--- src/logic/flrm_pkg.sv ---
// Package of shared constants for the field line redundancy manager.
// Assumes a 10 MHz reference clock.
`default_nettype none
package flrm_pkg;
   // ***************************************************
   // Clock and timing
   // ***************************************************
   localparam int CLK_HZ = 10000000;
   localparam int DIG_SCAN_MS = 50;
   localparam int ANA_SCAN_MIN_MS = 425;
   localparam int ANA_SCAN_MAX_MS = 1700;
   localparam int SWAP_MS = 1000;
   localparam int CYC_PER_MS = CLK_HZ / 1000;
   localparam int DIG_SCAN_CYC = DIG_SCAN_MS * CYC_PER_MS;
   localparam int ANA_SCAN_MIN_CYC = ANA_SCAN_MIN_MS * CYC_PER_MS;
   localparam int ANA_SCAN_MAX_CYC = ANA_SCAN_MAX_MS * CYC_PER_MS;
   localparam int SWAP_CYC = SWAP_MS * CYC_PER_MS;
   // ***************************************************
   // Sizes and reset values
   // ***************************************************
   localparam int RETRIES = 3;
   localparam int N_REP = 4;
   localparam int N_DIG = 4;
   localparam int REP_MAP_RST = 0;
   localparam int CNT_W = 32;
   typedef enum logic [1:0] {FLRM_NORMAL, FLRM_RETRY, FLRM_RECOVERY} flrm_state_t;
endpackage
`default_nettype wire

--- src/logic/flrm_timer.sv ---
// Free running cycle timer giving a one-cycle tick every PERIOD cycles.
// Assumes a single clock and synchronous clear.
`timescale 1ns/100ps
`default_nettype none
module flrm_timer #(
   parameter int PERIOD = 100
) (
   input wire logic clk_i,
   input wire logic reset_n_i,
   input wire logic clear_i,
   output logic tick_o
);
   logic [31:0] count;
   // ***************************************************
   // Counter
   // ***************************************************
   // Clear restarts the period
   always_ff @(posedge clk_i or negedge reset_n_i) begin
      if (!reset_n_i) begin
         count <= 32'h0;
         tick_o <= 1'b0;
      end else if (clear_i) begin
         count <= 32'h0;
         tick_o <= 1'b0;
      end else if (count == 32'(PERIOD - 1)) begin
         count <= 32'h0;
         tick_o <= 1'b1;
      end else begin
         count <= count + 32'h1;
         tick_o <= 1'b0;
      end
   end
endmodule
`default_nettype wire

--- src/logic/flrm_top.sv ---
// Field line redundancy manager: line choice, retry, recovery,
// repeater mapping and scan cadence ticks.
// Assumes the line engine reports one result per transaction.
// Function
// Single line: no recovery actions, only report the fault.
// Two healthy lines: alternate active line at fixed interval.
// On error start retries to check whether fault is transient.
// Persisting error after retries: declare that line broken.
// Recovery: use good line, stop alternating, raise error report.
// Leave recovery only on reactivation command or reset.
// Both repeater kinds alike; any repeater mapped to any digital unit.
// One digital unit may feed up to four repeaters at once.
// Mapping never hides input unit data from host side.
// Scan four digital units within one 50 ms cycle.
// Analog unit scan cycle within 425 to 1700 ms by configuration.
// Per-line fault flag held from failure until reactivation.
`timescale 1ns/100ps
`default_nettype none
module flrm_top #(
   parameter int SWAP_CYC = flrm_pkg::SWAP_CYC,
   parameter int DIG_SCAN_CYC = flrm_pkg::DIG_SCAN_CYC,
   parameter int ANA_SCAN_MIN_CYC = flrm_pkg::ANA_SCAN_MIN_CYC,
   parameter int ANA_SCAN_MAX_CYC = flrm_pkg::ANA_SCAN_MAX_CYC,
   parameter int RETRIES = flrm_pkg::RETRIES,
   parameter int DATA_W = 32
) (
   input wire logic REF_CLK_I,
   input wire logic RESET_N_I,
   input wire logic DUAL_LINE_I,
   input wire logic XFER_DONE_I,
   input wire logic XFER_ERR_I,
   input wire logic REACTIVATE_I,
   input wire logic ANA_LONG_I,
   input wire logic [1:0] REP_SEL_I,
   input wire logic [1:0] REP_UNIT_I,
   input wire logic REP_WE_I,
   input wire logic [1:0] UNIT_SEL_I,
   input wire logic [DATA_W-1:0] UNIT_DATA_I,
   input wire logic UNIT_WE_I,
   input wire logic [1:0] HOST_SEL_I,
   output logic ACTIVE_LINE_O,
   output logic RETRY_O,
   output logic RECOVERY_O,
   output logic ERROR_O,
   output logic [1:0] LINE_FAULT_O,
   output logic DIG_SCAN_O,
   output logic ANA_SCAN_O,
   output logic [DATA_W-1:0] HOST_DATA_O,
   output logic [4*DATA_W-1:0] REP_DATA_O
);
   flrm_pkg::flrm_state_t state;
   logic [7:0] retry_cnt;
   logic swap_tick;
   logic dig_tick;
   logic ana_tick_s;
   logic ana_tick_l;
   logic [1:0] rep_map [flrm_pkg::N_REP];
   logic [DATA_W-1:0] unit_data [flrm_pkg::N_DIG];
   logic alt_run;

   // ***************************************************
   // Cadence timers
   // ***************************************************
   // Alternation only runs with two healthy lines in normal state
   assign alt_run = DUAL_LINE_I && (state == flrm_pkg::FLRM_NORMAL);
   flrm_timer #(.PERIOD(SWAP_CYC)) u_swap (
      .clk_i(REF_CLK_I),
      .reset_n_i(RESET_N_I),
      .clear_i(!alt_run),
      .tick_o(swap_tick)
   );
   flrm_timer #(.PERIOD(DIG_SCAN_CYC)) u_dig (
      .clk_i(REF_CLK_I),
      .reset_n_i(RESET_N_I),
      .clear_i(1'b0),
      .tick_o(dig_tick)
   );
   flrm_timer #(.PERIOD(ANA_SCAN_MIN_CYC)) u_ana_s (
      .clk_i(REF_CLK_I),
      .reset_n_i(RESET_N_I),
      .clear_i(ANA_LONG_I),
      .tick_o(ana_tick_s)
   );
   flrm_timer #(.PERIOD(ANA_SCAN_MAX_CYC)) u_ana_l (
      .clk_i(REF_CLK_I),
      .reset_n_i(RESET_N_I),
      .clear_i(!ANA_LONG_I),
      .tick_o(ana_tick_l)
   );

   // ***************************************************
   // Scan ticks
   // ***************************************************
   // Start of each scan cycle, one cycle wide
   always_ff @(posedge REF_CLK_I or negedge RESET_N_I) begin
      if (!RESET_N_I) begin
         DIG_SCAN_O <= 1'b0;
         ANA_SCAN_O <= 1'b0;
      end else begin
         DIG_SCAN_O <= dig_tick;
         ANA_SCAN_O <= ANA_LONG_I ? ana_tick_l : ana_tick_s;
      end
   end

   // ***************************************************
   // Line state machine
   // ***************************************************
   // Reactivation is only acted on in recovery, where transfer errors are ignored
   always_ff @(posedge REF_CLK_I or negedge RESET_N_I) begin
      if (!RESET_N_I) begin
         state <= flrm_pkg::FLRM_NORMAL;
         retry_cnt <= 8'h0;
      end else begin
         unique case (state)
            flrm_pkg::FLRM_NORMAL: begin
               retry_cnt <= 8'h0;
               if (XFER_ERR_I) begin
                  state <= flrm_pkg::FLRM_RETRY;
               end
            end
            flrm_pkg::FLRM_RETRY: begin
               if (XFER_DONE_I && !XFER_ERR_I) begin
                  state <= flrm_pkg::FLRM_NORMAL;
               end else if (XFER_ERR_I) begin
                  if (retry_cnt == 8'(RETRIES - 1)) begin
                     state <= flrm_pkg::FLRM_RECOVERY;
                  end else begin
                     retry_cnt <= retry_cnt + 8'h1;
                  end
               end
            end
            flrm_pkg::FLRM_RECOVERY: begin
               if (REACTIVATE_I) begin
                  state <= flrm_pkg::FLRM_NORMAL;
               end
            end
         endcase
      end
   end

   // ***************************************************
   // Active line and fault flags
   // ***************************************************
   // Single line keeps line 0 and only reports the fault
   always_ff @(posedge REF_CLK_I or negedge RESET_N_I) begin
      if (!RESET_N_I) begin
         ACTIVE_LINE_O <= 1'b0;
      end else if (!DUAL_LINE_I) begin
         ACTIVE_LINE_O <= 1'b0;
      end else if (state == flrm_pkg::FLRM_RETRY && XFER_ERR_I && retry_cnt == 8'(RETRIES - 1)) begin
         ACTIVE_LINE_O <= !ACTIVE_LINE_O;
      end else if (swap_tick && alt_run) begin
         ACTIVE_LINE_O <= !ACTIVE_LINE_O;
      end
   end

   // Fault flag set wins over a reactivation in the same cycle
   always_ff @(posedge REF_CLK_I or negedge RESET_N_I) begin
      if (!RESET_N_I) begin
         LINE_FAULT_O <= 2'h0;
      end else begin
         for (int i = 0; i < 2; i++) begin
            if (state == flrm_pkg::FLRM_RETRY && XFER_ERR_I && retry_cnt == 8'(RETRIES - 1)
                && ACTIVE_LINE_O == 1'(i)) begin
               LINE_FAULT_O[i] <= 1'b1;
            end else if (REACTIVATE_I) begin
               LINE_FAULT_O[i] <= 1'b0;
            end
         end
      end
   end

   // Status outputs registered from state
   always_ff @(posedge REF_CLK_I or negedge RESET_N_I) begin
      if (!RESET_N_I) begin
         RETRY_O <= 1'b0;
         RECOVERY_O <= 1'b0;
         ERROR_O <= 1'b0;
      end else begin
         RETRY_O <= (state == flrm_pkg::FLRM_RETRY);
         RECOVERY_O <= (state == flrm_pkg::FLRM_RECOVERY) && DUAL_LINE_I;
         ERROR_O <= (state == flrm_pkg::FLRM_RECOVERY);
      end
   end

   // ***************************************************
   // Repeater mapping and unit data
   // ***************************************************
   // Any repeater to any unit; several repeaters may share one unit
   always_ff @(posedge REF_CLK_I or negedge RESET_N_I) begin
      if (!RESET_N_I) begin
         for (int r = 0; r < flrm_pkg::N_REP; r++) begin
            rep_map[r] <= 2'(flrm_pkg::REP_MAP_RST);
         end
      end else if (REP_WE_I) begin
         rep_map[REP_SEL_I] <= REP_UNIT_I;
      end
   end

   // Latest status of each digital unit
   always_ff @(posedge REF_CLK_I or negedge RESET_N_I) begin
      if (!RESET_N_I) begin
         for (int u = 0; u < flrm_pkg::N_DIG; u++) begin
            unit_data[u] <= '0;
         end
      end else if (UNIT_WE_I) begin
         unit_data[UNIT_SEL_I] <= UNIT_DATA_I;
      end
   end

   // Host read path ignores the mapping entirely
   always_ff @(posedge REF_CLK_I or negedge RESET_N_I) begin
      if (!RESET_N_I) begin
         HOST_DATA_O <= '0;
         REP_DATA_O <= '0;
      end else begin
         HOST_DATA_O <= unit_data[HOST_SEL_I];
         for (int r = 0; r < flrm_pkg::N_REP; r++) begin
            REP_DATA_O[r*DATA_W +: DATA_W] <= unit_data[rep_map[r]];
         end
      end
   end
endmodule
`default_nettype wire

--- config.mk ---
export PLATFORM = sky130hd
export DESIGN_NAME = flrm_top
export DESIGN_NICKNAME = d
export VERILOG_FILES = /design/src/logic/flrm_pkg.sv /design/src/logic/flrm_timer.sv /design/src/logic/flrm_top.sv
export SDC_FILE = /design/constraint.sdc
export NUM_CORES = 1
export LEC_CHECK = 0
export ABC_AREA = 1
export BUFFER_PORTS_ARGS = -buffer_cell sky130_fd_sc_hd__buf_2
export CAP_MARGIN = 10
export CELL_PAD_IN_SITES_DETAIL_PLACEMENT = 1
export CELL_PAD_IN_SITES_GLOBAL_PLACEMENT = 2
export CORE_ASPECT_RATIO = 2
export CORE_MARGIN = 5
export CORE_UTILIZATION = 35
export DETAILED_ROUTE_END_ITERATION = 8
export PLACE_DENSITY_LB_ADDON = 0.2
export SYNTH_ARGS = -nofsm -noshare
export SYNTH_HDL_FRONTEND = slang
export SYNTH_HIERARCHICAL = 1
export SYNTH_SLANG_ARGS = --single-unit
--- constraint.sdc ---
create_clock -name REF_CLK_I -period 1.85 [get_ports REF_CLK_I]
set_clock_uncertainty 0.15 [all_clocks]
set_input_delay 0.37 -clock REF_CLK_I [delete_from_list [all_inputs] [get_ports REF_CLK_I]]
set_output_delay 0.37 -clock REF_CLK_I [all_outputs]
set_load 0.05 [all_outputs]
=== Yosys cells after proc, flatten, opt, wreduce, memory -nomap -nowiden ===
Cells that the tools add are included.

* Add/sub/neg operators: 5
* Magnitude comparators: 9
* Equality and inequality tests: 15
* Multiplexer cells: 52
* Bitwise gates (word level): 8
* Reduce and logical (&&, ||, !) cells: 18

{| class="wikitable"
|+ Operators by type and width
! cell !! count
|-
| $mux 32 || 18
|-
| $bmux 32 s2 || 5
|-
| $add 32x1->32 const B || 4
|-
| $bwmux 128 || 1
|-
| $demux 32 s2 || 1
|-
| $eq 32x19->1 const B || 1
|-
| $eq 32x23->1 const B || 1
|-
| $eq 32x24->1 const B || 1
|-
| $eq 32x25->1 const B || 1
|-
| $mux 8 || 3
|-
| $ge 3x3->1 const B || 7
|-
| $not 2->3 || 7
|-
| $pmux 8 s2 || 1
|-
| $mux 1 || 14
|-
| $mux 2 || 6
|-
| $logic_and 1x1->1 || 10
|-
| $ne 2x2->1 const B || 5
|-
| $add 8x1->8 const B || 1
|-
| $bwmux 8 || 1
|-
| $eq 8x2->1 const B || 1
|-
| $reduce_and 4->1 || 2
|-
| $lt 3x1->1 const B || 2
|-
| $ne 3x3->1 const B || 2
|-
| $pmux 2 s3 || 1
|-
| 8 further kinds || 11
|}

* Register bits: 446
* Word-level logic and storage cells: 135

=== Longest topological paths before layout ===
Gate-level depths: netlist (run 1).

* Word-level depth: 6
* Gate-level depth with buffers: 10

=== By module ===
The synthesis (run 1) kept the hierarchy.

{| class="wikitable"
|+ Modules (own cells, without submodules)
! module !! instances !! cells each !! area an instance (µm²)
|-
| flrm_top || 1 || 1684 || 14153.6
|-
| flrm_timer at u_ana_s || 1 || 308 || 2088.3
|-
| flrm_timer at u_dig || 1 || 311 || 2077.0
|-
| flrm_timer at u_swap || 1 || 314 || 2073.2
|-
| flrm_timer at u_ana_l || 1 || 291 || 1971.9
|}

=== Worst setup path before layout (run 1) ===
OpenSTA, ideal clock, no wires.

* Path type: register to register
* Start point: reg u_ana_l.count[0]
* End point: reg u_ana_l.count[0]
* Arrival time: 1.316 ns
* Data required time: 1.575 ns
* Setup slack: 0.259 ns
* Cell stages (with the launch flop): 10
* Buffers on the path: 1
* Clock period less this slack: 1.591 ns
* Cells stage by stage: dfrtp_1 -> ha_1 -> nand2_1 -> nor2_2 -> nand2_1 -> nor2_1 -> nand3_1 -> nand2_2 -> buf_6 -> nor2_1

* Word-level cells in the longest chain between the ends: 3
* Elaborated cells between the ends (all ways): 4
* Classes of those cells: add/sub: 1; eq/ne: 1; mux: 2

{| class="wikitable"
|+ Ends and longest elaborated chain
! what !! RTL line !! text
|-
| start, declared || flrm_timer.sv:13 || <nowiki>logic [31:0] count;</nowiki>
|-
| start signal, assigned || flrm_timer.sv:29 || <nowiki>count <= count + 32'h1;</nowiki>
|-
| $add 32x1->32 or $eq 32x25->1 (tied branches) || flrm_timer.sv:29, flrm_timer.sv:25 ||
|-
| $mux 32 * || flrm_timer.sv:25 || <nowiki>end else if (count == 32'(PERIOD - 1)) begin</nowiki>
|-
| $mux 32 * || flrm_timer.sv:22 || <nowiki>end else if (clear_i) begin</nowiki>
|}

Mark *: on every way between the ends. The rest lies on a longest branch, timed or not.
A chain may end at the register's enable or synchronous reset.

=== Worst setup path after layout (run 1) ===
* Start point: reg REP_DATA_O[88]
* End point: out REP_DATA_O[88]

{| class="wikitable"
|+ RTL lines
! what !! RTL line !! text
|-
| start, declared || flrm_top.sv:49 || <nowiki>output logic [4*DATA_W-1:0] REP_DATA_O</nowiki>
|-
| start signal, assigned by index || flrm_top.sv:219 || <nowiki>REP_DATA_O[r*DATA_W +: DATA_W] <= unit_data[rep_map[r]];</nowiki>
|}

No word-level cell between the ends.

==> impl_results.md, run 1 <==
* Vias in the first global route at 23700
* Number of nets still failing antenna checks after routing at 0
* Effective utilization at floorplan at a little over a third
* Number of hold violations in the final report at 0
* Global-route total usage across every layer at 25.6%
* Largest net degree at the start of global routing at 66
* Cell class contributing the biggest share of worst-path delay: flip-flops
* DIE AREA at a little under 70000 um2
* Endpoint of the most critical setup path: REP_DATA_O[88]
* Switch Pwr at about 13000 uW
* Total Nets Final at approximately 3200
* Timing-limited maximum frequency at between 0.5 and 0.6 GHz
* Final-report setup violation count at 0
* Worst ir drop on vdd at 953 uV
* Total number of vias at between 20000 and 25000
* Number of instances in the synthesized netlist at roughly 2900
* Sequential cell area at around 11000 um2
* Die X-Extent at between 150 and 200 um
* Clock insertion delay at the later pin of the skew report at approximately 0.59 ns
* Utilization after layout at 42.5%
* Most used cells in the layout excluding fill and tap cells: sky130_fd_sc_hd__nor2_1, sky130_fd_sc_hd__nand2_1, sky130_fd_sc_hd__o21ai_0
* Post-Synthesis Cell Area at approximately 22000 um2
* Iteration-0 DRC Markers at 1100
* Pin slew with the least headroom to its limit at 0.578 ns
* Slack of the worst reg-to-reg path at about 0.09 ns
* Total CTS buffers at 46
* Internal portion of total power at 20000 uW
* Fraction of power spent switching nets at 40.1%
* Maxcap violations at 0
* Overflow left after global routing at 0
* Areal power density over the cells at around 1200 nW/um2
* Number of H-tree branching levels at 2
* Maximum buffer depth of the clock tree at 3
* Startpoint of the worst register-to-register path: u_ana_l/count[1]
* N_diodes at 0
* Period minus WS final at about 1.8 ns
* Endpoint type of the worst setup path: output port
* Number of sinks handled by clock tree synthesis at roughly 450
* Total of buffers placed on input and output ports at about 220
* Design Power at approximately 33000 uW
* Final count of pins violating max slew at 0
* Filler cell count in the final layout at about 8000
* Cell with the largest stage delay on the worst path: sky130_fd_sc_hd__dfrtp_1
* Share of the yosys chip area belonging to registers at between 40% and 50%
* Part of the total power dissipated in combinational logic at a little over 30%
* Start point of the critical path: REP_DATA_O[88]
* Clock slew at reported path FFs at approximately 0.070 ns
* Number of DRC violations after detailed routing at 0
* Worst Path Buf+Inv at 1
* RSZ-0062 raised after global routing: false
* Iteration count of the initial detailed-routing pass at 5
* Count of pins on the block boundary at 217
* Syn. warnings at 6
* Series of cell instances along the critical path: buf_2
* Number of placement rows at between 100 and 150
* Status: finished clean
* Detail-routed via count per cell at between 5 and 6
* Portion of total power attributed to sequential cells at about 38%
* Routed Wire Length at ~91 mm
* Area of the core region at between 60000 and 70000 um2
* CTS tree: yes
* Multi-input gate area in the final layout at approximately 9900 um2
* Delay of the slowest critical-path stage at 0.42 ns
* Gp weighted congestion at approximately 0.9
* HPWL after detailed placement at 64.7 mm
* Root Driver: sky130_fd_sc_hd__clkbuf_16
* Data arrival, critical path at roughly 1.3 ns
* Category of the worst setup path launch point: flop
* Reported leakage power at about 0.012 uW
* Count of cell instances traversed by the critical path at 1
* Worst EP required at approximately 1.3 ns
* Number of placed instances with taps included at 3887
* Average detailed-routed wire length per instance at about 23 um
* Number of cells on the worst reg-to-reg path at 9
* Clk pwr share at 31.3%
* Synth Area per Inst at 7.69 um2
* Die height at approximately 370 um
* Area growth, synth to finish at 20.8%
* Number of distinct library cell variants in the gate-level netlist after synthesis at 33
* Tightest Hold Check Type: in -> reg
* Classification of the worst setup path: reg -> out
* Period Utilization, post-route at between 90% and 100%
* Worst rel slew slack at between 60 and 70%
* Capture instance of the worst register-to-register path: u_ana_l/count[30]
* Layout cell share with drive strength beyond 1 at between 10% and 20%
* Register bit count reported by yosys at 446
* Number of standard cells in the layout, taps in and fillers out at between 4000 and 5000
* Global-route wire length before repair at roughly 140 mm
* Critical path fanouts, max at 1
* Most common cell after layout, fill and taps aside: sky130_fd_sc_hd__nor2_1
* Number of antenna violations at the first check in global routing at 0
==> worst min path at each step <==
stage	cells past startpoint	endpoint	slack [ns]	startpoint
after global placement	0	DIG_SCAN_O	0.19	u_dig/tick_o
after floorplan	0	ACTIVE_LINE_O	-0.08	RESET_N_I
final	3	rep_map[0]	0.03	REP_SEL_I[0]
after CTS	3	rep_map[0]	0.002	REP_SEL_I[0]
after global routing	3	unit_data[79]	0.04	UNIT_DATA_I[15]
after detailed placement	0	DIG_SCAN_O	0.19	u_dig/tick_o
==> synthesized netlist by cell type <==
library cell,count,area [um2]
sky130_fd_sc_hd__and2_0,1,6.26
sky130_fd_sc_hd__xnor2_1,17,149
sky130_fd_sc_hd__nand4_1,9,56.3
sky130_fd_sc_hd__dfrtp_1,446,11200
sky130_fd_sc_hd__a21oi_1,9,45.0
sky130_fd_sc_hd__nand2_4,6,67.6
sky130_fd_sc_hd__ha_1,9,113
sky130_fd_sc_hd__nor2_4,22,248
sky130_fd_sc_hd__inv_1,192,721
sky130_fd_sc_hd__buf_4,2,15.0
sky130_fd_sc_hd__clkbuf_1,78,293
sky130_fd_sc_hd__nand3b_1,4,30.0
sky130_fd_sc_hd__o21ai_0,458,2290
sky130_fd_sc_hd__nand2_1,592,2220
sky130_fd_sc_hd__nand3_2,5,50.1
sky130_fd_sc_hd__nor3_1,12,60.1
sky130_fd_sc_hd__xor2_1,33,289
sky130_fd_sc_hd__nand2_2,18,113
sky130_fd_sc_hd__nor3b_1,2,15.0
sky130_fd_sc_hd__and2_1,1,6.26
sky130_fd_sc_hd__o22ai_1,161,1010
sky130_fd_sc_hd__o21ai_1,5,25.0
sky130_fd_sc_hd__buf_1,4,15.0
sky130_fd_sc_hd__buf_6,2,22.5
sky130_fd_sc_hd__nand3_1,88,440
sky130_fd_sc_hd__nor2_8,2,40.0
sky130_fd_sc_hd__nor2_1,653,2450
sky130_fd_sc_hd__conb_1,1,3.75
sky130_fd_sc_hd__nor2_2,18,113
sky130_fd_sc_hd__o21bai_1,6,45.0
sky130_fd_sc_hd__clkbuf_2,3,15.0
sky130_fd_sc_hd__buf_2,41,205
sky130_fd_sc_hd__inv_2,8,30.0
==> per-stage QoR <==
stage / cell area [um2] / TNS [ns] / hold slack, ns / setup slack, ns
floorplan: 22400 / 0 / -0.0756 / 0.259
global placement: 24900 / 0 / 0.186 / 0.0529
detailed placement: 24900 / -0.00175 / 0.190 / -0.00175
CTS: 27000 / 0 / 0.00216 / 0.000495
global route: 27000 / 0 / 0.0405 / 0.00517
finish: 27000 / 0 / 0.0280 / 0.0238
==> worst register-to-register path, delay by kind of cell (launching register included) <==
kind | cells | cell delay [ns]
DFF | 1 | 0.38
and+or+nand+nor | 8 | 0.96
adders and majority gates | 1 | 0.21
==> metal layers <==
metal / GRT usage [%] / vias to the layer above / wire length, um / part of all wire [%]
met2: 48.6 / 621 / 48500 / 54
met1: 27.5 / 10900 / 33200 / 37
li1: - / 9973 / - / -
met3: 2.96 / 223 / 3580 / 4.0
met4: 13.4 / 0 / 5310 / 5.9
met5: 0 / - / 0 / 0
==> layout make-up <==
| cell class | count | area share, % |
|---|---|---|
| clock buffer | 63 | 4.91 |
| timing repair buffer | 341 | 9.25 |
| sequential | 446 | 41.4 |
| inverter | 200 | 2.78 |
| clock inverter | 22 | 1.26 |
| tap | 798 | 3.70 |
| multi-input combinational | 2137 | 36.7 |
==> timing repair <==
action                                 4_1_cts  5_1_grt
buffers inserted                             0        0
setup endpoints to repair                   14       12
endpoints found under the hold margin      218        0
gates resized for setup                     21        5
hold buffers                                35        0
==> logic make-up after synthesis <==
group	count (synthesis)	share of synthesized area, %
AOI/OAI and AO/OA	639	15.3
and+or+nand+nor	1433	26.5
adders and majority gates	9	0.504
xor gates and xnor gates	50	1.96
buffers and inverters	330	5.89
other	1	0.0168
DFF	446	49.9
==> power groups by stage <==
| stage | combinational [uW] | clock [uW] | sequential (uW) |
|---|---|---|---|
| after global routing | 10900 | 11100 | 12800 |
| final | 10200 | 10400 | 12700 |
| after detailed placement | 10200 | 0 | 12800 |
| after CTS | 10300 | 10700 | 12700 |
| after global placement | 9960 | 0 | 12800 |
| after floorplan | 3080 | 0 | 15800 |
==> state kept, by name (all words and copies together), names as in the netlist, 2 cells and up <==
name           flops
HOST_DATA_O       32
LINE_FAULT_O       2
REP_DATA_O       128
rep_map            8
retry_cnt          8
state              2
u_ana_l/count     32
u_ana_s/count     32
u_dig/count       32
u_swap/count      32
unit_data        128
No activity file was read; power rests on OpenSTA's default activity.
==> inputs of run 2 (changes only) <==
- CORE_ASPECT_RATIO: 2 -> 1.75
- CORE_UTILIZATION: 35 -> 30
- MAX_ROUTING_LAYER: unset -> met4
==> impl_results.md, run 2 (synthesis gave the netlist of run 1 again) <==
* RSZ-0062 raised after global routing: false
* Iteration-0 DRC Markers at 1000
* Data arrival, critical path at 1.29 ns
* Endpoint type of the worst setup path: output port
* Number of DRC violations after detailed routing at 0
* Area of the core region at ~74000 um2
* CTS tree: yes
* Status: finished clean
* Maxcap violations at 0
* Routed Wire Length at 90.5 mm
* Vias in the first global route at approximately 23000
* Design Power at roughly 33000 uW
* Period minus WS final at roughly 1.8 ns
* Global-route total usage across every layer at 22.9%
* Iteration count of the initial detailed-routing pass at 5
* Delay of the slowest critical-path stage at approximately 0.4 ns
* Final-report setup violation count at 0
* Registers with the most flip-flops: REP_DATA_O (128), unit_data (128)
* Gp weighted congestion at a little under 0.9
* Overflow left after global routing at 0
* Worst Path Buf+Inv at 1
* Classification of the worst setup path: reg -> out
* Setup total negative slack at 0 ns
* Area growth, synth to finish at 21.9%
* Multi-input gate area in the final layout at a little under 10000 um2
* Filler cell count in the final layout at 8972
* Critical path fanouts, max at 1
* Number of sinks handled by clock tree synthesis at 446
* Period Utilization, post-route at ~100%
* Most used cells in the layout excluding fill and tap cells: sky130_fd_sc_hd__nor2_1, sky130_fd_sc_hd__nand2_1, sky130_fd_sc_hd__o21ai_0
* Root Driver: sky130_fd_sc_hd__clkbuf_16
* Series of cell instances along the critical path: buf_2
* Utilization after layout at a little under two fifths
* Number of hold violations in the final report at 0
* Total CTS buffers at 48
* Total of buffers placed on input and output ports at roughly 220
* Tightest Hold Check Type: in -> reg
* Count of pins on the block boundary at approximately 220
* Category of the worst setup path launch point: flop
* Clock slew at reported path FFs at about 0.06 ns
* Layout cell share with drive strength beyond 1 at ~14%
* Cell with the largest stage delay on the worst path: sky130_fd_sc_hd__dfrtp_1
* Final count of pins violating max slew at 0
* Maximum buffer depth of the clock tree at 3
* Worst ir drop on vdd at between 800 and 900 uV
* Sequential cell area at 11200 um2
* Number of nets still failing antenna checks after routing at 0
* Areal power density over the cells at roughly 1200 nW/um2
* Die X-Extent at 216 um
* DIE AREA at 80300 um2
* Most common cell after layout, fill and taps aside: sky130_fd_sc_hd__nor2_1
* Worst hold margin at 0.0349 ns
* Worst EP required at approximately 1.3 ns
* Global-route wire length before repair at around 140 mm
* Design Area, Final at 27300 um2
* Total Nets Final at about 3200
* Timing-limited maximum frequency at around 0.55 GHz
* Cell class contributing the biggest share of worst-path delay: flip-flops
* HPWL after detailed placement at 64.7 mm
* Number of H-tree branching levels at 2
* Detail-routed via count per cell at 5.18
* Dpl cell area at about 25000 um2
* Number of placement rows at between 100 and 150
* Total number of vias at 21500
* Average detailed-routed wire length per instance at ~22 um
* Effective utilization at floorplan at 30.2%
* Die height at 371 um
* Number of antenna violations at the first check in global routing at 2
* Clock insertion delay at the later pin of the skew report at about 0.62 ns
* Reported leakage power at 0.0121 uW
* Largest net degree at the start of global routing at 65
## run 2: routing by layer
layer  routed length, um  global-route usage (%)  vias to the layer above
li1                    -                       -                     9970
met1               36700                    26.3                    10800
met2               46400                    40.7                      523
met3                3590                    3.10                      194
met4                3780                    8.70                        0
met5                   0                       -                        -
## run 2: final timing paths
check | start | endpoint | slack (ns) | cells past startpoint
setup / recovery | REP_DATA_O[38] | REP_DATA_O[38] | 0.04 | 1
hold / removal | UNIT_WE_I | unit_data[125] | 0.03 | 3
setup reg to reg | u_swap/count[0] | u_swap/count[30] | 0.13 | 9
hold reg to reg | u_dig/tick_o | DIG_SCAN_O | 0.20 | 0
max in group asynchronous | RESET_N_I | REP_DATA_O[113] | 0.74 | 4
min in group asynchronous | RESET_N_I | u_ana_l/count[8] | 0.12 | 2
## run 2: tightest hold or removal path, cell delays in order
cell                      delay, ns
sky130_fd_sc_hd__buf_2         0.14
sky130_fd_sc_hd__nand3_2       0.15
sky130_fd_sc_hd__o21ai_0       0.09
## run 2: area by class of cell
class / count / area share [%]
Antenna cell: 3 / 0.0275
Multi-Input combinational cell: 2137 / 36.4
Tap cell: 938 / 4.31
Timing Repair Buffer: 341 / 9.49
Clock buffer: 68 / 5.32
Inverter: 200 / 2.75
Sequential cell: 446 / 41.0
Clock inverter: 18 / 0.725
## run 2: where the power goes
group / internal, uW / switching [uW]
registers: 11300 / 1500
logic: 2540 / 7640
clock network: 5870 / 4270
total: 19700 / 13400
## run 2: stage by stage
stage          std cells  setup WS (ns)
2_1_floorplan       2913          0.259
3_3_place_gp        4017          0.109
3_5_place_dp        4017         0.0952
4_1_cts             4148       0.000327
5_1_grt             4150       0.000266
6_report            4151         0.0418
## run 2: repair_timing
action                                 CTS  global route
pin swaps                                0             2
buffers inserted                         0             0
cloned                                   0             0
endpoints found under the hold margin  565             0
setup endpoints to repair               25            26
hold buffers                            45             0
resized for setup                       27             6
==> inputs of run 3 (changes only) <==
- REMOVE_ABC_BUFFERS: unset -> 1
==> impl_results.md, run 3 (synthesis gave the netlist of run 1 again) <==
* Filler cell count in the final layout at 8973
* Endpoint type of the worst setup path: output port
* Slack of the worst reg-to-reg path at 0.11 ns
* Registers with the most flip-flops: REP_DATA_O (128), unit_data (128)
* Category of the worst setup path launch point: flop
* Worst ir drop on vdd at roughly 900 uV
* N_diodes at 0
* Start point of the critical path: HOST_DATA_O[6]
* Period Utilization, post-route at 97.7%
* Detail-routed via count per cell at a little over 5
* Clock slew at reported path FFs at 0.07 ns
* Reported leakage power at 0.0122 uW
* Number of hold violations in the final report at 0
* Die X-Extent at between 200 and 250 um
* Total of buffers placed on input and output ports at roughly 220
* Root Driver: sky130_fd_sc_hd__clkbuf_16
* Total Nets Final at 3238
* Overflow left after global routing at 0
* Period minus WS final at between 1.5 and 2 ns
* Fraction of power spent switching nets at 40.2%
* Worst Path Buf+Inv at 1
* Critical path fanouts, max at 1
* Number of cells on the worst reg-to-reg path at 8
* Internal portion of total power at just over 20000 uW
* Global-route wire length before repair at 142 mm
* Number of nets still failing antenna checks after routing at 0
* Area of the core region at 74000 um2
* Most common cell after layout, fill and taps aside: sky130_fd_sc_hd__nor2_1
* Largest net degree at the start of global routing at 66
* Data arrival, critical path at about 1.3 ns
* Vias in the first global route at between 20000 and 25000
* Sequential cell area at ~11000 um2
* DIE AREA at roughly 80000 um2
* Design Power at 34000 uW
* Classification of the worst setup path: reg -> out
* Tightest Hold Check Type: in -> reg
* Cell with the largest stage delay on the worst path: sky130_fd_sc_hd__dfrtp_1
* Final-report setup violation count at 0
* Cell class contributing the biggest share of worst-path delay: flip-flops
* Clk pwr share at 32.3%
* Launch point of the worst hold path: XFER_DONE_I
* Number of H-tree branching levels at 2
* Part of the total power dissipated in combinational logic at 30.3%
* Global-route total usage across every layer at 23.2%
* Most used cells in the layout excluding fill and tap cells: sky130_fd_sc_hd__nor2_1, sky130_fd_sc_hd__nand2_1, sky130_fd_sc_hd__o21ai_0
* Final count of pins violating max slew at 0
* Hold-critical path depth at 6
* Iteration-0 DRC Markers at between 1000 and 1500
* Layout cell share with drive strength beyond 1 at between 15 and 20%
* HPWL after detailed placement at between 60 and 70 mm
* Areal power density over the cells at between 1000 and 1500 nW/um2
* Number of placed instances with taps included at 4024
* Number of sinks handled by clock tree synthesis at ~450
* Switch Pwr at between 10000 and 15000 uW
* Average detailed-routed wire length per instance at around 22 um
* Capture instance of the worst register-to-register path: u_ana_l/tick_o
* Total CTS buffers at 49
* Maxcap violations at 0
* CTS tree: yes
* Number of antenna violations at the first check in global routing at 0
* Delay of the slowest critical-path stage at roughly 0.40 ns
* Area growth, synth to finish at 22.8%
* Iteration count of the initial detailed-routing pass at 5
* Count of pins on the block boundary at about 220
* Number of placement rows at 132
* Number of standard cells in the layout, taps in and fillers out at ~4200
* Total number of vias at ~22000
* Die height at between 300 and 400 um
* Number of DRC violations after detailed routing at 0
* Routed Wire Length at ~92 mm
* Timing-limited maximum frequency at between 0.5 and 0.6 GHz
* Endpoint, Worst Hold: state[1]
* RSZ-0062 raised after global routing: false
* Portion of total power attributed to sequential cells at roughly 37%
* Multi-input gate area in the final layout at 9960 um2
* Effective utilization at floorplan at a little under a third
* Gp weighted congestion at roughly 0.85
* Worst EP required at 1.33 ns
* Series of cell instances along the critical path: buf_2
* Status: finished clean
* Clock insertion delay at the later pin of the skew report at roughly 0.62 ns
* Startpoint of the worst register-to-register path: u_ana_l/count[1]
* Maximum buffer depth of the clock tree at 3
## run 3: cell count changes in the layout (fill, tap and decap cells not counted), moves of 3 or more
cell,change
sky130_fd_sc_hd__bufinv_16,+6
sky130_fd_sc_hd__nand2_2,+4
sky130_fd_sc_hd__buf_12,+4
sky130_fd_sc_hd__clkbuf_8,-7
sky130_fd_sc_hd__buf_2,+7
sky130_fd_sc_hd__nor2_1,-3
sky130_fd_sc_hd__diode_2,-3
sky130_fd_sc_hd__dlygate4sd3_1,-5
## run 3: worst max path at each step
| stage | to | slack, ns | cells past startpoint |
|---|---|---|---|
| 6_report | HOST_DATA_O[6] | 0.04 | 1 |
| 4_1_cts | u_ana_l/tick_o | -0.05 | 8 |
| 2_1_floorplan | REP_DATA_O[0] | -0.53 | 3 |
| 5_1_grt | REP_DATA_O[36] | 0.002 | 1 |
| 3_3_place_gp | u_ana_l/tick_o | -0.12 | 8 |
| 3_5_place_dp | u_ana_l/tick_o | -0.17 | 8 |
## run 3: area by class of cell
| type | count | share of cell area (%) |
|---|---|---|
| flip-flops and latches | 446 | 40.7 |
| inverters | 200 | 2.73 |
| repair buffers | 345 | 9.60 |
| multi-input cells | 2138 | 36.2 |
| well taps | 938 | 4.27 |
| clock inverters | 33 | 1.67 |
| clock buffers | 59 | 4.82 |
## run 3: through the flow
stage	area (um2)	TNS, ns	worst slack, ns	hold WS, ns	util [%]
4_1_cts	27400	-0.0460	-0.0460	0.0154	37.0
6_report	27500	0	0.0427	0.0584	37.1
3_5_place_dp	25200	-0.166	-0.166	0.127	34.0
5_1_grt	27500	0	0.00165	0.0401	37.1
3_3_place_gp	25200	-0.123	-0.123	0.127	34.0
2_1_floorplan	21800	-67.79	-0.534	-0.0756	-
## run 3: worst register-to-register path: cells and delay by family (launching register included)
family | cells | cell delay (ns)
fa+ha+maj | 1 | 0.21
simple gates | 6 | 0.82
buf+inv | 1 | 0.14
flops | 1 | 0.39
## run 3: power groups by stage
stage          registers [uW]  clock network [uW]  logic, uW
2_1_floorplan           16000                   0       2630
3_3_place_gp            12800                   0       9970
3_5_place_dp            12800                   0      10200
4_1_cts                 12700               11300      10400
5_1_grt                 12900               11700      11000
6_report                12700               11000      10300
## run 3: per-layer routing
metal  global-route usage (%)  share of wire [%]
met5                        -                  0
met4                     7.87                3.4
met3                     2.67                3.8
met2                     42.1                 52
met1                     26.6                 40
## run 3: repair_timing
| item | 4_1_cts | 5_1_grt |
|---|---|---|
| resized for setup | 20 | 14 |
| cloned | 0 | 1 |
| pin swaps | 0 | 5 |
| endpoints found under the setup margin | 19 | 22 |
| hold buffers | 40 | 0 |
| setup buffers | 0 | 2 |
| hold endpoints to repair | 525 | 0 |
